[src/pcsk_pkg.sv]
// Purpose: Shared constants and types for the program flow and addressing block
// Assumes: One core clock; APB register access with 32-bit data
// Notes:   Byte offsets are word aligned; narrow registers sit in the low bits

package pcsk_pkg;

    localparam int unsigned PC_W      = 15;
    localparam int unsigned STK_DEPTH = 16;

    // Register byte offsets
    localparam logic [7:0] OFF_PC_LO    = 8'h00;
    localparam logic [7:0] OFF_PC_LATCH = 8'h04;
    localparam logic [7:0] OFF_SP       = 8'h08;
    localparam logic [7:0] OFF_TOS_LO   = 8'h0C;
    localparam logic [7:0] OFF_TOS_HI   = 8'h10;
    localparam logic [7:0] OFF_PTR0_LO  = 8'h14;
    localparam logic [7:0] OFF_PTR0_HI  = 8'h18;
    localparam logic [7:0] OFF_PTR1_LO  = 8'h1C;
    localparam logic [7:0] OFF_PTR1_HI  = 8'h20;
    localparam logic [7:0] OFF_PORT0    = 8'h24;
    localparam logic [7:0] OFF_PORT1    = 8'h28;
    localparam logic [7:0] OFF_PWR_STAT = 8'h2C;

    // Field positions and reset values
    localparam int unsigned STAT_UNF_BIT = 0;
    localparam int unsigned STAT_OVF_BIT = 1;
    localparam int unsigned FLT_EN_BIT   = 9;
    localparam logic [14:0] PC_RST       = 15'h0000;
    localparam logic [14:0] VEC_INT      = 15'h0004;
    localparam logic [4:0]  SP_EMPTY     = 5'h1F;
    localparam logic [4:0]  SP_FULL      = 5'h0F;

    // Indirect address map
    localparam logic [15:0] TRAD_END     = 16'h0FFF;
    localparam logic [15:0] LIN_BASE     = 16'h2000;
    localparam logic [15:0] LIN_END      = 16'h29AF;
    localparam logic [11:0] LIN_BANK_SZ  = 12'h050;
    localparam logic [6:0]  LIN_RAM_BASE = 7'h20;
    localparam logic [6:0]  IND_PORTS    = 7'h02;

    typedef enum logic [3:0] {
        OP_STEP, OP_PC_LO_WR, OP_CALL, OP_CALL_W, OP_BR_W, OP_BR_REL,
        OP_RET, OP_RET_LIT, OP_RET_INT, OP_INT
    } pcsk_op_t;

    typedef enum logic [1:0] {
        ST_IDLE  = 2'b00,
        ST_EXTRA = 2'b01,
        ST_CAP   = 2'b11,
        ST_DONE  = 2'b10
    } pcsk_st_t;

    typedef enum logic [2:0] {
        RG_NONE, RG_TRAD, RG_LIN, RG_PROG, RG_SELF
    } pcsk_rgn_t;

endpackage

[src/pcsk_stk_if.sv]
// Purpose: Control and status bundle between the core logic and the return stack
// Assumes: Single clock domain
// Notes:   Fault flags are combinational on push and pop
`timescale 1ns/1ps
`default_nettype none
interface pcsk_stk_if;
    logic        push;
    logic        pop;
    logic        ptr_wr;
    logic        tos_lo_wr;
    logic        tos_hi_wr;
    logic        flt_en;
    logic [7:0]  wdata;
    logic [14:0] push_pc;
    logic [4:0]  ptr;
    logic [14:0] tos;
    logic        ovf;
    logic        unf;
    modport ctl (output push, pop, ptr_wr, tos_lo_wr, tos_hi_wr, flt_en, wdata, push_pc,
                 input ptr, tos, ovf, unf);
    modport stk (input push, pop, ptr_wr, tos_lo_wr, tos_hi_wr, flt_en, wdata, push_pc,
                 output ptr, tos, ovf, unf);
endinterface
`default_nettype wire

[src/pcsk_fsr_map.sv]
// Purpose: Decode a 16-bit indirect pointer into a memory region and address
// Assumes: Purely combinational
// Notes:   Linear region folds onto the 80-byte general purpose block of each bank
`timescale 1ns/1ps
`default_nettype none
module pcsk_fsr_map (
    // Pointer in
    input  wire logic [15:0]         i_addr,
    // Decoded target
    output pcsk_pkg::pcsk_rgn_t      o_region,
    output logic [11:0]              o_dm_addr,
    output logic [14:0]              o_pm_addr
);
    import pcsk_pkg::*;

    logic [11:0] off;
    logic [11:0] bank;
    logic [11:0] rem;

    assign off  = 12'(i_addr - LIN_BASE);
    assign bank = off / LIN_BANK_SZ;
    assign rem  = off % LIN_BANK_SZ;

    always_comb begin
        o_region  = RG_NONE;
        o_dm_addr = '0;
        o_pm_addr = i_addr[14:0];
        if (i_addr[15]) begin
            o_region = RG_PROG;
        end else if (i_addr <= TRAD_END) begin
            o_dm_addr = i_addr[11:0];
            o_region  = (i_addr[6:0] < IND_PORTS) ? RG_SELF : RG_TRAD;
        end else if (i_addr >= LIN_BASE && i_addr <= LIN_END) begin
            o_region  = RG_LIN;
            o_dm_addr = {bank[4:0], 7'(LIN_RAM_BASE + rem[6:0])};
        end
    end
endmodule
`default_nettype wire

[src/pcsk_stack.sv]
// Purpose: Sixteen-entry return stack with five-bit pointer
// Assumes: Push and pop never requested together
// Notes:   Fault with reset enabled returns the pointer to empty
`timescale 1ns/1ps
`default_nettype none
module pcsk_stack (
    // Clock, reset, enable
    input  wire logic i_clk_sys,
    input  wire logic i_arst_n,
    input  wire logic i_ce,
    // Stack port
    pcsk_stk_if.stk   stk
);
    import pcsk_pkg::*;

    logic [PC_W-1:0] mem_q [STK_DEPTH];
    logic [4:0]      ptr_q;
    logic [4:0]      ptr_d;
    logic            fault;

    assign stk.ovf = stk.push && (ptr_q == SP_FULL);
    assign stk.unf = stk.pop && (ptr_q == SP_EMPTY);
    assign fault   = stk.flt_en && (stk.ovf || stk.unf);
    assign stk.ptr = ptr_q;
    assign stk.tos = mem_q[ptr_q[3:0]];

    always_comb begin
        ptr_d = ptr_q;
        if (fault) begin
            ptr_d = SP_EMPTY;
        end else if (stk.push) begin
            ptr_d = {1'b0, 4'(ptr_q[3:0] + 4'h1)};
        end else if (stk.pop) begin
            ptr_d = 5'(ptr_q - 5'h01);
        end else if (stk.ptr_wr) begin
            ptr_d = stk.wdata[4:0];
        end
    end

    always_ff @(posedge i_clk_sys or negedge i_arst_n) begin
        if (!i_arst_n) begin
            ptr_q <= SP_EMPTY;
        end else if (i_ce) begin
            ptr_q <= ptr_d;
        end
    end

    for (genvar e = 0; e < STK_DEPTH; e++) begin : g_ent
        always_ff @(posedge i_clk_sys or negedge i_arst_n) begin
            if (!i_arst_n) begin
                mem_q[e] <= '0;
            end else if (i_ce) begin
                if (stk.push && !fault && ptr_d[3:0] == 4'(e)) begin
                    mem_q[e] <= stk.push_pc;
                end else if (stk.tos_lo_wr && ptr_q[3:0] == 4'(e)) begin
                    mem_q[e][7:0] <= stk.wdata;
                end else if (stk.tos_hi_wr && ptr_q[3:0] == 4'(e)) begin
                    mem_q[e][14:8] <= stk.wdata[6:0];
                end
            end
        end
    end
endmodule
`default_nettype wire

[src/pcsk_top.sv]
// Purpose: Program counter, return stack and indirect addressing of an 8-bit core
// Assumes: Core ops come from same-clock decoder logic; memories answer one cycle after strobe
// Notes:   Registers reached over APB; indirect ports stall the bus while memory is read
`timescale 1ns/1ps
`default_nettype none
module pcsk_top (
    // Clock, reset, enable
    input  wire logic                 i_clk_sys,
    input  wire logic                 i_arst_n,
    input  wire logic                 i_ce,
    // APB slave
    input  wire logic                 i_psel,
    input  wire logic                 i_penable,
    input  wire logic                 i_pwrite,
    input  wire logic [7:0]           i_paddr,
    input  wire logic [31:0]          i_pwdata,
    output logic [31:0]               o_prdata,
    output logic                      o_pready,
    output logic                      o_pslverr,
    // Instruction decoder
    input  wire logic                 i_op_valid,
    input  wire pcsk_pkg::pcsk_op_t   i_op,
    input  wire logic [10:0]          i_op_arg,
    input  wire logic [7:0]           i_wreg,
    // Configuration
    input  wire logic [13:0]          i_cfg_word2,
    // Program flow status
    output logic [14:0]               o_pc,
    output logic                      o_stack_reset,
    output logic                      o_stack_ovf,
    output logic                      o_stack_unf,
    // Data memory
    output logic [11:0]               o_dm_addr,
    output logic                      o_dm_re,
    output logic                      o_dm_we,
    output logic [7:0]                o_dm_wdata,
    input  wire logic [7:0]           i_dm_rdata,
    // Program memory
    output logic [14:0]               o_pm_addr,
    output logic                      o_pm_re,
    input  wire logic [13:0]          i_pm_rdata
);
    import pcsk_pkg::*;

    pcsk_stk_if stk ();

    logic [14:0] pc_q;
    logic [6:0]  latch_q;
    logic [15:0] iptr_q [2];
    logic        ovf_q;
    logic        unf_q;
    logic        rst_pls_q;
    pcsk_st_t    st_q;
    logic [7:0]  prdata_q;

    logic        access;
    logic        done;
    logic        hit;
    logic        is_indf;
    logic        sel;
    logic        wr_ev;
    logic        push;
    logic        pop;
    logic        fault;
    logic        dm_ok;
    logic        is_prog;
    logic [7:0]  rd_reg;
    logic [15:0] ind_addr;
    pcsk_rgn_t   region;

    // Bus decode
    assign access  = i_psel && i_penable;
    assign done    = (st_q == ST_DONE);
    assign is_indf = (i_paddr == OFF_PORT0) || (i_paddr == OFF_PORT1);
    assign sel     = (i_paddr == OFF_PORT1);
    assign wr_ev   = i_ce && access && i_pwrite && done && hit;

    assign ind_addr = iptr_q[sel];
    assign dm_ok    = (region == RG_TRAD) || (region == RG_LIN);
    assign is_prog  = (region == RG_PROG);

    pcsk_fsr_map u_map (
        .i_addr    (ind_addr),
        .o_region  (region),
        .o_dm_addr (o_dm_addr),
        .o_pm_addr (o_pm_addr)
    );

    always_comb begin
        hit    = 1'b1;
        rd_reg = 8'h00;
        case (i_paddr)
            OFF_PC_LO: begin
                rd_reg = pc_q[7:0];
            end
            OFF_PC_LATCH: begin
                rd_reg = {1'b0, latch_q};
            end
            OFF_SP: begin
                rd_reg = {3'b000, stk.ptr};
            end
            OFF_TOS_LO: begin
                rd_reg = stk.tos[7:0];
            end
            OFF_TOS_HI: begin
                rd_reg = {1'b0, stk.tos[14:8]};
            end
            OFF_PTR0_LO: begin
                rd_reg = iptr_q[0][7:0];
            end
            OFF_PTR0_HI: begin
                rd_reg = iptr_q[0][15:8];
            end
            OFF_PTR1_LO: begin
                rd_reg = iptr_q[1][7:0];
            end
            OFF_PTR1_HI: begin
                rd_reg = iptr_q[1][15:8];
            end
            OFF_PORT0, OFF_PORT1: begin
                rd_reg = 8'h00;
            end
            OFF_PWR_STAT: begin
                rd_reg = 8'h00;
                rd_reg[STAT_OVF_BIT] = ovf_q;
                rd_reg[STAT_UNF_BIT] = unf_q;
            end
            default: begin
                hit = 1'b0;
            end
        endcase
    end

    // Bus sequencer: plain registers answer in the second access cycle
    always_ff @(posedge i_clk_sys or negedge i_arst_n) begin
        if (!i_arst_n) begin
            st_q <= ST_IDLE;
        end else if (i_ce) begin
            case (st_q)
                ST_IDLE: begin
                    if (access && is_indf && is_prog) begin
                        st_q <= ST_EXTRA;
                    end else if (access && is_indf) begin
                        st_q <= ST_CAP;
                    end else if (access) begin
                        st_q <= ST_DONE;
                    end
                end
                ST_EXTRA: begin
                    st_q <= ST_CAP;
                end
                ST_CAP: begin
                    st_q <= ST_DONE;
                end
                ST_DONE: begin
                    st_q <= ST_IDLE;
                end
                default: begin
                    st_q <= ST_IDLE;
                end
            endcase
        end
    end

    always_ff @(posedge i_clk_sys or negedge i_arst_n) begin
        if (!i_arst_n) begin
            prdata_q <= 8'h00;
        end else if (i_ce) begin
            if (st_q == ST_IDLE && access && !is_indf) begin
                prdata_q <= rd_reg;
            end else if (st_q == ST_CAP) begin
                if (i_pwrite) begin
                    prdata_q <= 8'h00;
                end else if (is_prog) begin
                    prdata_q <= i_pm_rdata[7:0];
                end else if (dm_ok) begin
                    prdata_q <= i_dm_rdata;
                end else begin
                    prdata_q <= 8'h00;
                end
            end
        end
    end

    assign o_prdata  = {24'h000000, prdata_q};
    assign o_pready  = i_ce && done;
    assign o_pslverr = i_ce && done && !hit;

    // Memory strobes; self-pointing and unmapped targets never strobe
    assign o_dm_re    = i_ce && access && !i_pwrite && is_indf && dm_ok
                        && (st_q == ST_IDLE);
    assign o_pm_re    = i_ce && access && !i_pwrite && is_indf
                        && (st_q == ST_EXTRA);
    assign o_dm_we    = wr_ev && is_indf && dm_ok;
    assign o_dm_wdata = i_pwdata[7:0];

    // Stack requests
    assign push = i_ce && i_op_valid
                  && (i_op == OP_CALL || i_op == OP_CALL_W || i_op == OP_INT);
    assign pop  = i_ce && i_op_valid
                  && (i_op == OP_RET || i_op == OP_RET_LIT || i_op == OP_RET_INT);

    assign stk.push    = push;
    assign stk.pop     = pop;
    assign stk.push_pc = 15'(pc_q + 15'h0001);
    assign stk.ptr_wr    = wr_ev && (i_paddr == OFF_SP);
    assign stk.tos_lo_wr = wr_ev && (i_paddr == OFF_TOS_LO);
    assign stk.tos_hi_wr = wr_ev && (i_paddr == OFF_TOS_HI);
    assign stk.wdata     = i_pwdata[7:0];
    assign stk.flt_en    = i_cfg_word2[FLT_EN_BIT];
    assign fault       = stk.flt_en && (stk.ovf || stk.unf);

    pcsk_stack u_stack (
        .i_clk_sys (i_clk_sys),
        .i_arst_n  (i_arst_n),
        .i_ce      (i_ce),
        .stk       (stk)
    );

    // Program counter
    always_ff @(posedge i_clk_sys or negedge i_arst_n) begin
        if (!i_arst_n) begin
            pc_q <= PC_RST;
        end else if (i_ce) begin
            if (fault) begin
                pc_q <= PC_RST;
            end else if (i_op_valid) begin
                case (i_op)
                    OP_STEP: begin
                        pc_q <= 15'(pc_q + 15'h0001);
                    end
                    OP_PC_LO_WR: begin
                        pc_q <= {latch_q, i_op_arg[7:0]};
                    end
                    OP_CALL: begin
                        pc_q <= {latch_q[6:3], i_op_arg};
                    end
                    OP_CALL_W: begin
                        pc_q <= {latch_q, i_wreg};
                    end
                    OP_BR_W: begin
                        pc_q <= 15'(pc_q + 15'h0001 + {7'h00, i_wreg});
                    end
                    OP_BR_REL: begin
                        pc_q <= 15'(pc_q + 15'h0001
                                    + {{6{i_op_arg[8]}}, i_op_arg[8:0]});
                    end
                    OP_RET, OP_RET_LIT, OP_RET_INT: begin
                        pc_q <= stk.tos;
                    end
                    OP_INT: begin
                        pc_q <= VEC_INT;
                    end
                    default: begin
                        pc_q <= pc_q;
                    end
                endcase
            end else if (wr_ev && i_paddr == OFF_PC_LO) begin
                pc_q <= {latch_q, i_pwdata[7:0]};
            end
        end
    end

    // High latch: only APB writes and a stack fault reset change it
    always_ff @(posedge i_clk_sys or negedge i_arst_n) begin
        if (!i_arst_n) begin
            latch_q <= 7'h00;
        end else if (i_ce) begin
            if (fault) begin
                latch_q <= 7'h00;
            end else if (wr_ev && i_paddr == OFF_PC_LATCH) begin
                latch_q <= i_pwdata[6:0];
            end
        end
    end

    // Indirect pointers, one per port
    for (genvar n = 0; n < 2; n++) begin : g_iptr
        localparam logic [7:0] OFF_LO = (n == 0) ? OFF_PTR0_LO : OFF_PTR1_LO;
        localparam logic [7:0] OFF_HI = (n == 0) ? OFF_PTR0_HI : OFF_PTR1_HI;
        always_ff @(posedge i_clk_sys or negedge i_arst_n) begin
            if (!i_arst_n) begin
                iptr_q[n] <= 16'h0000;
            end else if (i_ce) begin
                if (wr_ev && i_paddr == OFF_LO) begin
                    iptr_q[n][7:0] <= i_pwdata[7:0];
                end else if (wr_ev && i_paddr == OFF_HI) begin
                    iptr_q[n][15:8] <= i_pwdata[7:0];
                end
            end
        end
    end

    // Sticky fault flags; a new fault wins over a software clear
    always_ff @(posedge i_clk_sys or negedge i_arst_n) begin
        if (!i_arst_n) begin
            ovf_q <= 1'b0;
        end else if (i_ce) begin
            if (stk.ovf) begin
                ovf_q <= 1'b1;
            end else if (wr_ev && i_paddr == OFF_PWR_STAT && !i_pwdata[STAT_OVF_BIT]) begin
                ovf_q <= 1'b0;
            end
        end
    end

    always_ff @(posedge i_clk_sys or negedge i_arst_n) begin
        if (!i_arst_n) begin
            unf_q <= 1'b0;
        end else if (i_ce) begin
            if (stk.unf) begin
                unf_q <= 1'b1;
            end else if (wr_ev && i_paddr == OFF_PWR_STAT && !i_pwdata[STAT_UNF_BIT]) begin
                unf_q <= 1'b0;
            end
        end
    end

    // Fault reset pulse to the rest of the device
    always_ff @(posedge i_clk_sys or negedge i_arst_n) begin
        if (!i_arst_n) begin
            rst_pls_q <= 1'b0;
        end else if (i_ce) begin
            rst_pls_q <= fault;
        end
    end

    assign o_pc          = pc_q;
    assign o_stack_reset = rst_pls_q;
    assign o_stack_ovf   = ovf_q;
    assign o_stack_unf   = unf_q;
endmodule
`default_nettype wire

[config.mk]
export PLATFORM = sky130hd
export DESIGN_NAME = pcsk_top
export DESIGN_NICKNAME = d
export VERILOG_FILES = /design/src/pcsk_pkg.sv /design/src/pcsk_stk_if.sv /design/src/pcsk_fsr_map.sv /design/src/pcsk_stack.sv /design/src/pcsk_top.sv
export SDC_FILE = /design/constraint.sdc
export NUM_CORES = 1
export LEC_CHECK = 0
export BUFFER_PORTS_ARGS = -buffer_cell sky130_fd_sc_hd__buf_2
export CAP_MARGIN = 20
export CORE_MARGIN = 2
export CORE_UTILIZATION = 55
export DETAILED_ROUTE_END_ITERATION = 8
export PLACE_DENSITY = 0.78
export RECOVER_POWER = 50
export SYNTH_ARGS = -nofsm -noshare
export SYNTH_HDL_FRONTEND = slang
export SYNTH_SLANG_ARGS = --single-unit
[constraint.sdc]
create_clock -name i_clk_sys -period 3.75 [get_ports i_clk_sys]
set_input_delay 0.1875 -clock i_clk_sys [delete_from_list [all_inputs] [get_ports i_clk_sys]]
set_output_delay 0.1875 -clock i_clk_sys [all_outputs]
set_load 0.005 [all_outputs]
==> metrics <==
syn avg cell area=9.620 sq um; clk_lat worst skew=550 ps; grt ovf=0; DR WL/cell=22.78 um; via count of the first global-routing pass=17.08k; critical path class=reg2reg; final hold vios=0; Most used DFF post-synth=dfrtp_1; Final period util=0.9284; power per standard cell area=559.5 mW/mm^2; Leak=11.45 nW; crit path DAT=3900 ps; CP Launch Type=register; post-synthesis register bit count=312; CP bufs+invs=1; Routed Antenna Nets=0; Syn. warnings=0; Slew @ Worst Pin=roughly 2900 ps; Layout area overhead=12.80%; unrepaired setup endpoints after global routing=no; sequential-to-total area share from yosys stat=0.3842; largest net degree at the start of global routing=around 110; failing checks=capacitance limit, slew limit; FF-to-FF path depth=13; Longest Clk Path Bufs=3; Placement Cell Area=roughly 0.022 sq mm; FP Rows=70; Post-synth ARST share=1.000; cell count after placement=roughly 2.6k; number of library cell types mapped by synthesis=88; CP Data Required Time=4170 ps; dpl hpwl=approximately 45 mm; GRT Util Overall=0.3214; CTS Sinks=312; CTS root buffer=clkbuf_16; via density per instance=6.485; Residual DRC=0; H-tree level count=2; crit path capture type=register; initial drt markers=1686; fin util=0.6281; critical path's slowest cell=dfrtp_1; vias=17.60k; Placer Congestion=between 0.9 and 1; CTS tree=built; Chip Width=196.3 um; initial core utilization=0.5568; final hold slack=approximately 18 ps; commonest non-fill, non-tap cell in the layout=dfrtp_1; max incr delay on CP=480 ps; Reg2Reg Setup Slack=270 ps; first-pass GRT wire length=roughly 97 mm; R2R Path Start=o_pc[1]; status=finished, violations left; Worst Hold Class=in2reg; Total Wirelength=61.81 mm; Total Power=0.01283 W; Worst Setup SP=o_pc[1]; Peak VDD IR=0.3902 mV; number of synthesized flops with an enable pin=0; Die H=196.3 um; largest delay contributor family on the critical path=compound AO/OA/AOI/OAI gates; Max-cap violations=8; Die Area=0.03853 sq mm; skew final=24.04 ps; Cells after Synth=2114; final setup violation count=0; CTS buffer count=36; commonest non-fill, non-tap cells in the layout=dfrtp_1, a21oi_1, nor2_1; crit-path max FO=6; Final min period=3481 ps; Slew Viols, Final=about 400; Layout Cells excl Fill=2713; Final nets=2344; TritonRoute pass-1 iters=5; I/O Buffers=128; reg2reg end=o_pc[12]; f_max=0.2872 GHz; Worst-path clk slew=60 ps; core area=0.03652 sq mm; worst setup path end=o_pc[12]; crit-path cells=ha_1 > xnor2_1 > inv_1 > ha_1 > a21o_1 > a21oi_1 > o21bai_1 > a211o_1 > a31oi_1 > a21oi_1 > xnor2_1 > o221ai_1 > a221o_1; initial antenna violation count=0; fraction of layout cells with a size suffix above 1=0.2202; Relative slew margins=-0.9331; Design Area, Final=around 0.023 sq mm; Stages on worst setup path=13; Mapped Area=0.02034 sq mm; # IOs=196
-- cell families (layout without fill, tap and decap cells) --
family | count (synthesis) | count (layout) | share of synthesized area
mux | 379 | 379 | 0.2387
flops | 312 | 312 | 0.3842
buf+inv | 233 | 339 | 0.05181
fa+ha+maj | 22 | 22 | 0.01378
compound gates | 546 | 546 | 0.1608
simple gates | 592 | 592 | 0.1380
xor+xnor | 29 | 29 | 0.01249
other cells | 1 | 26 | 0.0001844
-- flip-flops by register name (all words and copies together) (netlist names) --
name and cells:
o_stack_unf 1, o_pc 15, o_stack_ovf 1, latch_q 7
o_stack_reset 1, st_q 2, u_stack.mem_q 240, iptr_q 32
u_stack.stk.ptr 5, prdata_q 8
-- synthesized netlist by cell type (10+ instances only) --
| cell type | count | area (sq um) |
|---|---|---|
| o21ai_1 | 12 | 60.06 |
| mux2i_1 | 208 | 2082 |
| nor2b_1 | 13 | 81.33 |
| nor2_1 | 241 | 904.6 |
| nand2_1 | 155 | 581.8 |
| o211ai_1 | 10 | 75.07 |
| nor3_1 | 32 | 160.2 |
| nand2b_1 | 16 | 100.1 |
| a21oi_1 | 256 | 1281 |
| buf_2 | 29 | 145.1 |
| mux2_2 | 95 | 1070 |
| and3_1 | 10 | 62.56 |
| o21ai_0 | 119 | 595.6 |
| ha_1 | 20 | 250.2 |
| o221ai_1 | 10 | 87.58 |
| a211oi_1 | 10 | 75.07 |
| buf_1 | 11 | 41.29 |
| nand4_1 | 22 | 137.6 |
| buf_4 | 36 | 270.3 |
| inv_1 | 33 | 123.9 |
| mux4_2 | 75 | 1689 |
| xor2_1 | 14 | 122.6 |
| a22oi_1 | 24 | 180.2 |
| dfrtp_1 | 307 | 7682 |
| nand3_1 | 40 | 200.2 |
| a21o_1 | 12 | 90.09 |
| clkbuf_1 | 119 | 446.7 |
| xnor2_1 | 15 | 131.4 |
-- power by group --
group	switching, W	leakage, nW	internal [W]
registers	0.000652	4.19	0.00419
logic	0.00234	6.62	0.00188
clock network	0.00147	0.634	0.00230
total	0.00446	11.4	0.00837
-- layout make-up --
type / count / area (sq um)
diodes: 2 / 5.005
clock buffers: 52 / 1082
clock inverters: 12 / 202.7
fillers: 2931 / 13580
inverters: 37 / 138.9
multi-input cells: 1592 / 11610
flip-flops and latches: 312 / 7821
well taps: 468 / 585.6
repair buffers: 238 / 1490
-- how the worst min path moves through the flow --
stage / to / cells past startpoint / slack (ps) / start
after floorplan: iptr_q[0] / 0 / -110 / i_arst_n
after global placement: u_stack.mem_q[206] / 1 / 310 / i_arst_n
after detailed placement: u_stack.mem_q[206] / 1 / 320 / i_arst_n
after CTS: st_q[0] / 3 / 7 / i_penable
after global routing: st_q[1] / 2 / 30 / i_ce
final: st_q[0] / 3 / 20 / i_penable
-- per-stage QoR --
step                      setup slack (ps)  setup TNS, ps
after global placement               82.46              0
after CTS                            100.8              0
after detailed placement            -9.420         -9.420
final                                268.6              0
after floorplan                      20.66              0
after global routing                 26.40              0
-- worst min-delay path, stage by stage --
cell     delay [ps]
buf_2           110
a41oi_1         140
a21oi_1          50
-- timing repair --
action	4_1_cts	5_1_grt
endpoints found under the hold margin	101	0
endpoints found under the setup margin	0	3
hold buffers	1	0
gates resized for setup	0	8
setup buffers	0	0
-- layer usage --
layer / vias to the layer above / routed length, um / GRT usage
li1: 7906 / - / -
met1: 8646 / 25380 / 0.4337
met2: 879 / 28880 / 0.5230
met3: 164 / 5234 / 0.05828
met4: 0 / 2321 / 0.1150
met5: - / 0 / 0
(Power assumes the default switching activity.)
